`src/hw/rtxcrb_pkg.sv`:
```
// Constants, field layouts and carrier types for the transmitter control bank.
// Assumes a single 50 MHz system clock; the serial pins arrive unsynchronised.

package rtxcrb_pkg;

  // ------------------------------------------------------------
  // Register select codes
  // ------------------------------------------------------------
  localparam int          SEL_W      = 5;
  localparam logic [4:0]  SEL_PWR    = 5'h00;
  localparam logic [4:0]  SEL_TXREF  = 5'h01;
  localparam logic [4:0]  SEL_CONV   = 5'h02;
  localparam logic [4:0]  SEL_OUTSEL = 5'h03;
  localparam logic [4:0]  SEL_TEST   = 5'h04;
  localparam logic [4:0]  SEL_DIV    = 5'h05;
  localparam logic [4:0]  SEL_CNTRST = 5'h0B;

  // ------------------------------------------------------------
  // Field positions (bit numbers within the 32-bit word)
  // ------------------------------------------------------------
  localparam int AUX_GAIN_HI  = 23;
  localparam int AUX_GAIN_LO  = 21;
  localparam int AUX_DIV_BIT  = 20;
  localparam int REF_PWR_BIT  = 15;
  localparam int FB_PWR_BIT   = 14;
  localparam int CAL2_BIT     = 12;
  localparam int CAL1_BIT     = 11;
  localparam int OSC_PWR_BIT  = 10;
  localparam int OSC_CAL_BIT  = 9;
  localparam int CONV_PWR_BIT = 8;
  localparam int TX2_PWR_BIT  = 7;
  localparam int TX1_PWR_BIT  = 6;
  localparam int MIX_PWR_BIT  = 5;
  localparam int LVL_HI       = 12;
  localparam int LVL_LO       = 5;
  localparam int START_BIT    = 15;
  localparam int AVG_HI       = 14;
  localparam int AVG_LO       = 13;
  localparam int CDIV_HI      = 12;
  localparam int CDIV_LO      = 5;
  localparam int MUX_HI       = 15;
  localparam int MUX_LO       = 12;
  localparam int IOLVL_BIT    = 11;
  localparam int RDBK_HI      = 10;
  localparam int RDBK_LO      = 5;
  localparam int MUXN_BIT     = 21;
  localparam int TCONV_BIT    = 16;
  localparam int TPROBE_BIT   = 15;
  localparam int TSEL_HI      = 14;
  localparam int TSEL_LO      = 5;
  localparam int INT_HI       = 28;
  localparam int INT_LO       = 17;
  localparam int SUB_UNIT_DIVIDE_VALUE_HI      = 16;
  localparam int SUB_UNIT_DIVIDE_VALUE_LO      = 5;
  localparam int CRST_BIT     = 5;

  // ------------------------------------------------------------
  // Carrier types
  // ------------------------------------------------------------
  typedef struct packed {
    logic latch_enable;
    logic serial_data;
    logic serial_clk;
  } rtxcrb_serial_type;

  typedef struct packed {
    logic [2:0]  aux_gain;
    logic        aux_div_one;
    logic        ref_cnt_pwr;
    logic        fb_cnt_pwr;
    logic        cal_second_tx;
    logic        cal_first_tx;
    logic        osc_pwr;
    logic        osc_cal;
    logic        conv_pwr;
    logic        second_transmit_channel_pwr;
    logic        first_transmit_channel_pwr;
    logic        mixer_drive_output_pwr;
    logic [7:0]  tx_level_code;
    logic [1:0]  conv_avg;
    logic [7:0]  conv_clk_div;
    logic [3:0]  mux_sel;
    logic        io_level_high;
    logic [5:0]  readback_sel;
    logic        mux_normal;
    logic        test_to_conv;
    logic        test_to_probe;
    logic [9:0]  test_sel;
    logic [11:0] int_divide;
    logic [11:0] sub_unit_divide_value_msb;
    logic        counter_reset_flag;
  } rtxcrb_ctrl_type;

  localparam rtxcrb_ctrl_type CTRL_RESET = '0;

  typedef enum logic [1:0] {
    ST_IDLE  = 2'b00,
    ST_SHIFT = 2'b01,
    ST_LOAD  = 2'b11
  } rtxcrb_state_type;

endpackage

```
`src/hw/rtxcrb_bank.sv`:
```
// Serial-loaded control register bank for the transmitter front end.
// Assumes the host drives serial clock, data and latch enable slowly
// against clk_in; all three pins are resynchronised here.

`timescale 1ns/1ps

module rtxcrb_bank #(
  parameter int WORD_W = 32
) (
  // Clock and reset
  input  wire  logic                         clk_in,
  input  wire  logic                         rst_in,
  // Serial programming pins
  input  wire  rtxcrb_pkg::rtxcrb_serial_type serial_in,
  // Control outputs
  output       rtxcrb_pkg::rtxcrb_ctrl_type   ctrl_out,
  output       logic                         conv_start_out,
  // Word status
  output       logic                         word_taken_out,
  output       logic                         word_refused_out
);
  import rtxcrb_pkg::*;

  localparam int CNT_W = $clog2(WORD_W + 1);
  localparam logic [CNT_W-1:0] FULL_COUNT = CNT_W'(WORD_W);
  localparam int PIN_N = 3;
  localparam int PIN_CLK = 0;
  localparam int PIN_DAT = 1;
  localparam int PIN_LE  = 2;

  // ------------------------------------------------------------
  // Elaboration check
  // ------------------------------------------------------------
  if (WORD_W != 32) begin : g_bad_width
    $error("rtxcrb_bank: WORD_W must be 32");
  end

  // ------------------------------------------------------------
  // Pin synchronisers
  // ------------------------------------------------------------
  logic [PIN_N-1:0] pin_raw;
  logic [PIN_N-1:0] sync1;
  logic [PIN_N-1:0] sync2;
  logic [PIN_N-1:0] sync3;
  logic [PIN_N-1:0] pin_lvl;
  logic [PIN_N-1:0] pin_rise;

  assign pin_raw = serial_in;

  // Three stages; a clock or latch level counts only once stages two and three agree, data is read straight from stage three
  for (genvar i = 0; i < PIN_N; i++) begin : g_sync
    always_ff @(posedge clk_in) begin
      if (rst_in) begin
        sync1[i]   <= 1'b0;
        sync2[i]   <= 1'b0;
        sync3[i]   <= 1'b0;
        pin_lvl[i] <= 1'b0;
      end else begin
        sync1[i] <= pin_raw[i];
        sync2[i] <= sync1[i];
        sync3[i] <= sync2[i];
        if (sync2[i] == sync3[i]) begin
          pin_lvl[i] <= sync3[i];
        end
      end
    end
    // Rising edge of the filtered level, seen once
    assign pin_rise[i] = (sync2[i] == sync3[i]) && sync3[i] && !pin_lvl[i];
  end

  logic clk_rise;
  logic le_rise;
  logic data_lvl;

  assign clk_rise = pin_rise[PIN_CLK];
  assign le_rise  = pin_rise[PIN_LE];
  assign data_lvl = sync3[PIN_DAT];

  // ------------------------------------------------------------
  // Frame state machine
  // ------------------------------------------------------------
  rtxcrb_state_type state;
  rtxcrb_state_type next_state;

  // Next frame state; a latch always ends the frame, whatever the count
  always_comb begin
    next_state = state;
    case (state)
      ST_IDLE: begin
        if (le_rise) begin
          next_state = ST_LOAD;
        end else if (clk_rise) begin
          next_state = ST_SHIFT;
        end
      end
      ST_SHIFT: begin
        if (le_rise) begin
          next_state = ST_LOAD;
        end
      end
      ST_LOAD: begin
        next_state = ST_IDLE;
      end
      default: begin
        next_state = ST_IDLE;
      end
    endcase
  end

  // State register
  always_ff @(posedge clk_in) begin
    if (rst_in) begin
      state <= ST_IDLE;
    end else begin
      state <= next_state;
    end
  end

  // ------------------------------------------------------------
  // Shift register and bit count
  // ------------------------------------------------------------
  logic [WORD_W-1:0] shreg;
  logic [CNT_W-1:0]  bit_cnt;
  logic              shift_en;

  // Clock edges during the load cycle are dropped so the word holds still
  assign shift_en = clk_rise && (state != ST_LOAD);

  // MSB enters first and ends at the top after the last bit
  always_ff @(posedge clk_in) begin
    if (rst_in) begin
      shreg <= '0;
    end else if (shift_en) begin
      shreg <= {shreg[WORD_W-2:0], data_lvl};
    end
  end

  // Count saturates; extra leading bits simply fall off the top
  always_ff @(posedge clk_in) begin
    if (rst_in) begin
      bit_cnt <= '0;
    end else if (state == ST_LOAD) begin
      bit_cnt <= '0;
    end else if (shift_en && bit_cnt != FULL_COUNT) begin
      bit_cnt <= bit_cnt + CNT_W'(1);
    end
  end

  // ------------------------------------------------------------
  // Decode
  // ------------------------------------------------------------
  logic [SEL_W-1:0] sel;
  logic             full;
  logic             mapped;
  logic             load_ok;

  // Select code sits in the last five bits shifted in
  assign sel  = shreg[SEL_W-1:0];
  assign full = (bit_cnt == FULL_COUNT);

  // Codes 6 to 10 and above 11 belong to blocks outside this bank
  always_comb begin
    case (sel)
      SEL_PWR, SEL_TXREF, SEL_CONV, SEL_OUTSEL,
      SEL_TEST, SEL_DIV, SEL_CNTRST: mapped = 1'b1;
      default:                       mapped = 1'b0;
    endcase
  end

  // Short words are refused so a glitched frame cannot retune the part
  assign load_ok = (state == ST_LOAD) && full && mapped;

  // ------------------------------------------------------------
  // Double buffered converter clock divider
  // ------------------------------------------------------------
  logic [7:0] pend_clk_div;

  always_ff @(posedge clk_in) begin
    if (rst_in) begin
      pend_clk_div <= '0;
    end else if (load_ok && sel == SEL_CONV) begin
      pend_clk_div <= shreg[CDIV_HI:CDIV_LO];
    end
  end

  // ------------------------------------------------------------
  // Control register file
  // ------------------------------------------------------------
  // Both transmit power bits are stored as written; exclusivity is the host's
  always_ff @(posedge clk_in) begin
    if (rst_in) begin
      ctrl_out <= CTRL_RESET;
    end else if (load_ok) begin
      case (sel)
        SEL_PWR: begin
          ctrl_out.aux_gain                    <= shreg[AUX_GAIN_HI:AUX_GAIN_LO];
          ctrl_out.aux_div_one                 <= shreg[AUX_DIV_BIT];
          ctrl_out.ref_cnt_pwr                 <= shreg[REF_PWR_BIT];
          ctrl_out.fb_cnt_pwr                  <= shreg[FB_PWR_BIT];
          ctrl_out.cal_second_tx               <= shreg[CAL2_BIT];
          ctrl_out.cal_first_tx                <= shreg[CAL1_BIT];
          ctrl_out.osc_pwr                     <= shreg[OSC_PWR_BIT];
          ctrl_out.osc_cal                     <= shreg[OSC_CAL_BIT];
          ctrl_out.conv_pwr                    <= shreg[CONV_PWR_BIT];
          ctrl_out.second_transmit_channel_pwr <= shreg[TX2_PWR_BIT];
          ctrl_out.first_transmit_channel_pwr  <= shreg[TX1_PWR_BIT];
          ctrl_out.mixer_drive_output_pwr      <= shreg[MIX_PWR_BIT];
        end
        SEL_TXREF: begin
          ctrl_out.tx_level_code <= shreg[LVL_HI:LVL_LO];
        end
        SEL_CONV: begin
          ctrl_out.conv_avg <= shreg[AVG_HI:AVG_LO];
        end
        SEL_OUTSEL: begin
          ctrl_out.mux_sel       <= shreg[MUX_HI:MUX_LO];
          ctrl_out.io_level_high <= shreg[IOLVL_BIT];
          ctrl_out.readback_sel  <= shreg[RDBK_HI:RDBK_LO];
        end
        SEL_TEST: begin
          ctrl_out.mux_normal    <= shreg[MUXN_BIT];
          ctrl_out.test_to_conv  <= shreg[TCONV_BIT];
          ctrl_out.test_to_probe <= shreg[TPROBE_BIT];
          ctrl_out.test_sel      <= shreg[TSEL_HI:TSEL_LO];
        end
        SEL_DIV: begin
          ctrl_out.int_divide                <= shreg[INT_HI:INT_LO];
          ctrl_out.sub_unit_divide_value_msb <= shreg[SUB_UNIT_DIVIDE_VALUE_HI:SUB_UNIT_DIVIDE_VALUE_LO];
          ctrl_out.conv_clk_div              <= pend_clk_div;
        end
        SEL_CNTRST: begin
          ctrl_out.counter_reset_flag <= shreg[CRST_BIT];
        end
        default: begin
          ctrl_out.counter_reset_flag <= ctrl_out.counter_reset_flag;
        end
      endcase
    end
  end

  // ------------------------------------------------------------
  // Pulses
  // ------------------------------------------------------------
  // Start is a one-shot; the stored bit would otherwise retrigger nothing
  always_ff @(posedge clk_in) begin
    if (rst_in) begin
      conv_start_out <= 1'b0;
    end else begin
      conv_start_out <= load_ok && (sel == SEL_CONV) && shreg[START_BIT];
    end
  end

  // Word status pulses; a refused word leaves every control output as it was
  always_ff @(posedge clk_in) begin
    if (rst_in) begin
      word_taken_out   <= 1'b0;
      word_refused_out <= 1'b0;
    end else begin
      word_taken_out   <= load_ok;
      word_refused_out <= (state == ST_LOAD) && !load_ok;
    end
  end
endmodule

```
`config.mk`:
```
export PLATFORM = sky130hd
export DESIGN_NAME = rtxcrb_bank
export DESIGN_NICKNAME = d
export VERILOG_FILES = /design/src/hw/rtxcrb_pkg.sv /design/src/hw/rtxcrb_bank.sv
export SDC_FILE = /design/constraint.sdc
export NUM_CORES = 1
export LEC_CHECK = 0
export BUFFER_PORTS_ARGS = -buffer_cell sky130_fd_sc_hd__buf_2
export CAP_MARGIN = 20
export CORE_ASPECT_RATIO = 0.6
export CORE_MARGIN = 5
export CORE_UTILIZATION = 30
export CTS_BUF_LIST = sky130_fd_sc_hd__clkbuf_4
export CTS_CLUSTER_DIAMETER = 150
export CTS_CLUSTER_SIZE = 10
export DETAILED_ROUTE_END_ITERATION = 8
export GPL_ROUTABILITY_DRIVEN = 0
export REMOVE_ABC_BUFFERS = 1
export SYNTH_ARGS = -nofsm -noshare
export SYNTH_HDL_FRONTEND = slang
export SYNTH_SLANG_ARGS = --single-unit
```
`constraint.sdc`:
```
create_clock -name clk_in -period 2.1 [get_ports clk_in]
set_clock_uncertainty 0.1 [all_clocks]
set_input_delay 0.21 -clock clk_in [delete_from_list [all_inputs] [get_ports clk_in]]
set_output_delay 0.21 -clock clk_in [all_outputs]
set_load 0.01 [all_outputs]
```
# Yosys cells after proc, flatten, opt, wreduce, memory -nomap -nowiden
# Index checks and enable logic that the tools add are counted.
# word_totals
word_cells	90
latchBits	0
register_bits	140
inputBits	5
out_inout_bits	84
memories	0
rom_bits	0
ram_bits	0
# classes
n_addsub	1
magnitude_cmp	0
reduce_logical	26
bitwise_logic	0
n_mul	0
muxes	5
div	0
eq_ne	15
shift	0
# op_table
op	n
$reduce_and 2->1	8
$logic_and 1x1->1	11
$eq 5x2->1 const B	2
$eq 5x3->1 const B	2
$reduce_or 7->1	1
$add 6x1->6 const B	1
$eq 6x6->1 const B	1
$mux 2	3
$ne 6x6->1 const B	1
$eq 5x1->1 const B	1
$eq 5x4->1 const B	1
$logic_not 5->1	1
$ne 2x2->1 const B	2
$pmux 2 s2	1
$logic_not 1->1	3
$ne 3x3->1 const B	1
$eq 1x1->1	2
$eq 2x1->1 const B	1
$eq 2x2->1 const B	1
$logic_not 2->1	1
$reduce_or 2->1	1
$mux 1	1

# Longest topological paths before layout
# logic_depth
depth_word	6
depth_mapped	9
mapped_depth_nobuf	6

# Worst setup path after synthesis
# OpenSTA, ideal clock, no wires.
# synth_path
kind	register to register
start	register bit_cnt[0]
end	register ctrl_out[25] in the netlist's numbering
synth_period_minus_slack_ns	2.297
slack_ns	-0.197
setup_time_ns	0.124
t_required_ns	1.876
n_path_buf	3
path_stages_with_launch	10
arrival_ns	2.073
cell_sequence	dfxtp_1 > inv_1 > ha_1 > nand4bb_4 > or4b_1 > buf_2 > or3_4 > buf_6 > buf_8 > mux2i_1
# synth_between
elab_chain_len	4
# synth_rtl
item	line_no	text
start: declaration	rtxcrb_bank.sv:123	logic [CNT_W-1:0] bit_cnt;
start signal: assignment	rtxcrb_bank.sv:145	bit_cnt <= bit_cnt + CNT_W'(1);
$eq 6x6->1	rtxcrb_bank.sv:159	assign full = (bit_cnt == FULL_COUNT);
$logic_and 1x1->1 (2 in a row)	rtxcrb_bank.sv:171	assign load_ok = (state == ST_LOAD) && full && mapped;
$reduce_and 2->1 (no line)	n/a	
end: declaration	rtxcrb_bank.sv:16	output rtxcrb_pkg::rtxcrb_ctrl_type ctrl_out,
# Every way passes these cells.
# A chain may end at the register's enable or synchronous reset.

# Worst setup path after layout
# layout_path
start	register bit_cnt[1]
end	register ctrl_out[35] in the netlist's numbering
# The elaborated chain is that of the path after synthesis.

==> key figures <==
Status
  • Status: finished, violations left
  • Failing checks: setup timing

Layout
  • # diodes: 0
  • Most common cell after layout, fill and taps aside: dfxtp_1
  • Sequential Area: 0.00281 mm2
  • Final core occ: 37.7%
  • Fill cell count: 1,830
  • Synth-to-Final Area Change: 23.9%
  • Area of the multi-input gates: 0.00255 mm2
  • Most frequent cells in the layout: dfxtp_1, nand2b_1, mux2i_1
  • Final net count: 665
  • Layout cells sized above 1: 25.3%

Yosys
  • Syn avg cell area: 10.1 um2
  • Synth top area share: 51.3%
  • Dominant synthesized flop cell: dfxtp_1
  • Share of synthesized registers carrying an async set or reset: 0%
  • Synth warn: 0
  • Top post-synthesis cells by area: dfxtp_1, mux2i_1, nand2b_1
  • Synth area leader: dfxtp_1
  • Synth Instances: 542
  • Sequential share of the synthesized area: 51.3%
  • Post-synth EDFFs: 0
  • Number of distinct library cells after synthesis: 36
  • Post-Syn Area: 0.00546 mm2
  • #FFs+latches synth: 140

Critical path
  • CP arrival: 2.47 ns
  • Largest delay share family, worst path: simple AND/OR/NAND/NOR gates
  • Critical path type: reg2reg
  • CP max FO: 7
  • Crit. End Element: flop
  • Crit path max-delay cell type: or4b_4
  • Critical-path cell list: inv_2 > ha_4 > nand4bb_4 > or4b_4 > buf_4 > or3_4 > mux2i_2
  • Critical Path RT: 2.40 ns
  • WP buf/inv: 2
  • CP max stage delay: 0.52 ns
  • CP Launch Type: flop

Timing
  • Final WS setup: -0.0728 ns
  • Hold Slack: 0.346 ns
  • Tcrit/Tclk final: 103%
  • Final Slew Violations: 0
  • Max-slew headroom: 75.9%
  • # setup viols final: 68
  • Tightest Pin Transition: 0.360 ns
  • Min Tclk post-route: 2.17 ns
  • RSZ-0062 raised after global routing: yes
  • Max frequency: 460 MHz
  • Endpoints failing hold: 0

GRT
  • Vias in the first global route: 4,024
  • Met3 usage: 3.43%
  • First-pass GRT wire length: 21,900 um
  • M1 GR Usage: 20.5%
  • Largest net degree at the start of global routing: 39
  • Initial antenna violation count: 0
  • Gr usage total: 13.3%
  • Grt peak-use layer: met1
  • Grt met2 use: 18.3%
  • GRT overflow: 0

Clock network
  • Reg clk slew, reported paths: 0.11 ns
  • Later-pin clock latency in the skew report: 0.50 ns
  • Inserted Clock Buffers: 17
  • Clock root buffer: clkbuf_4
  • Clk buf depth: 2
  • CTS tree: done
  • Clk sinks: 140
  • H-tree depth: 4

Power
  • P_sw: 0.996 mW
  • Sw Ratio: 23.7%
  • Internal power: 3.21 mW
  • Flop pwr share: 63.3%
  • Pwr dens: 622 mW/mm2
  • Clock group share of total power: 34.1%
  • VDD IR-drop max: 0.280 mV
  • Pwr Total: 4.21 mW
  • Leak pwr: 2.74 nW
  • Combinational power share: 2.6%

Drt
  • WL/cell: 15.3 um
  • Final ANT Viol Nets: 0
  • Vias: 4,043
  • Via-per-instance ratio: 4.46
  • Final WL: 13,900 um
  • DRT iter0 DRCs: 249
  • # DRC: 0
  • DR pass1 iterations: 5

Die
  • Core Region: 0.0180 mm2
  • Row cnt: 38
  • Die area: 0.0211 mm2
  • Die W: 184 um
  • Die H: 115 um
  • Initial Util: 30.4%
  • Top-level I/O count: 89

Placement
  • DP Wirelength: 9430 um
  • Port-buffer cells: 88

Run
  • Max Cap Viol: 0

Min path
  • Worst Hold Class: in2reg
[layer usage]
layer / routed length, um / vias up
met3: 781 / 5
li1: - / 2014
met4: 40 / 0
met5: 0 / -
met1: 7580 / 1929
met2: 5490 / 95
[through the flow]
step           instances  setup TNS [ns]  setup WS [ns]  instance area [um2]
6_report             907           -2.16        -0.0728                 6770
5_1_grt              907           -9.42         -0.190                 6770
4_1_cts              907           -5.60         -0.123                 6740
3_5_place_dp         863          -13.78         -0.257                 6300
3_3_place_gp         863          -10.14         -0.181                 6300
2_1_floorplan        507          -74.84          -1.53                 5280
[worst paths after layout]
check | startpoint | to | slack [ns] | cells past startpoint
setup / recovery | bit_cnt[1] | ctrl_out[35] | -0.07 | 7
hold / removal | serial_in[2] | sync1[2] | 0.35 | 3
setup reg to reg | bit_cnt[1] | ctrl_out[35] | -0.07 | 7
hold reg to reg | sync1[0] | sync2[0] | 0.35 | 1
[worst min-delay path: stages]
cell and delay, ns:
dlygate4sd3_1 0.52, buf_2 0.09, nor2b_1 0.10
[state kept, by name (all words and copies together) (netlist names)]
name and cells:
ctrl_out 81, pend_clk_div 8, word_taken_out 1, sync2 3, bit_cnt 6, state 2, shreg 29, sync3 2
sync1 3, pin_lvl 2, word_refused_out 1, conv_start_out 1, data_lvl 1
[cell families (layout without fill, tap and decap cells)]
logic type	after synthesis	in the layout	share of synthesized area, %
and+or+nand+nor	230	231	23.4
xor gates and xnor gates	5	5	0.801
muxes	92	92	16.9
buffers and inverters	38	162	3.50
adders and majority gates	4	4	0.916
DFF	140	140	51.3
AOI/OAI and AO/OA	33	33	3.18
[power groups by stage]
stage	registers (mW)	clock network, mW	logic (mW)
floorplan	2.72	0	0.0432
global route	2.67	1.61	0.118
global placement	2.73	0	0.0979
CTS	2.67	1.48	0.109
detailed placement	2.73	0	0.0997
finish	2.66	1.44	0.108
[layout make-up]
class | count | area share [%]
Tap cell | 240 | 4.43
Multi-Input combinational cell | 365 | 37.6
Timing Repair Buffer | 129 | 13.3
Clock buffer | 21 | 2.33
Clock inverter | 9 | 0.758
Sequential cell | 140 | 41.4
Inverter | 3 | 0.166
[synthesized netlist by cell type (2+ instances only)]
cell and instances:
dfxtp_1 140, nand4_1 2, clkbuf_1 23, nand2b_1 113
nor3b_1 2, a21oi_1 30, nor2_1 19, buf_2 3
nor3_2 2, xor2_1 4, and2_1 2, nor3_1 6
buf_1 2, inv_1 3, nor2b_1 11, nand2_1 61
mux2i_1 92, nand3_1 2, ha_1 4, buf_6 3
buf_4 3
[repair_timing]
action / CTS / global route
pin swaps: 6 / 4
cloned: 4 / 0
buffers inserted: 4 / 0
endpoints found under the hold margin: 18 / 0
setup endpoints to repair: 89 / 84
gates resized for setup: 20 / 10
hold buffers: 6 / 0
Power figures use the tool's default switching activity.
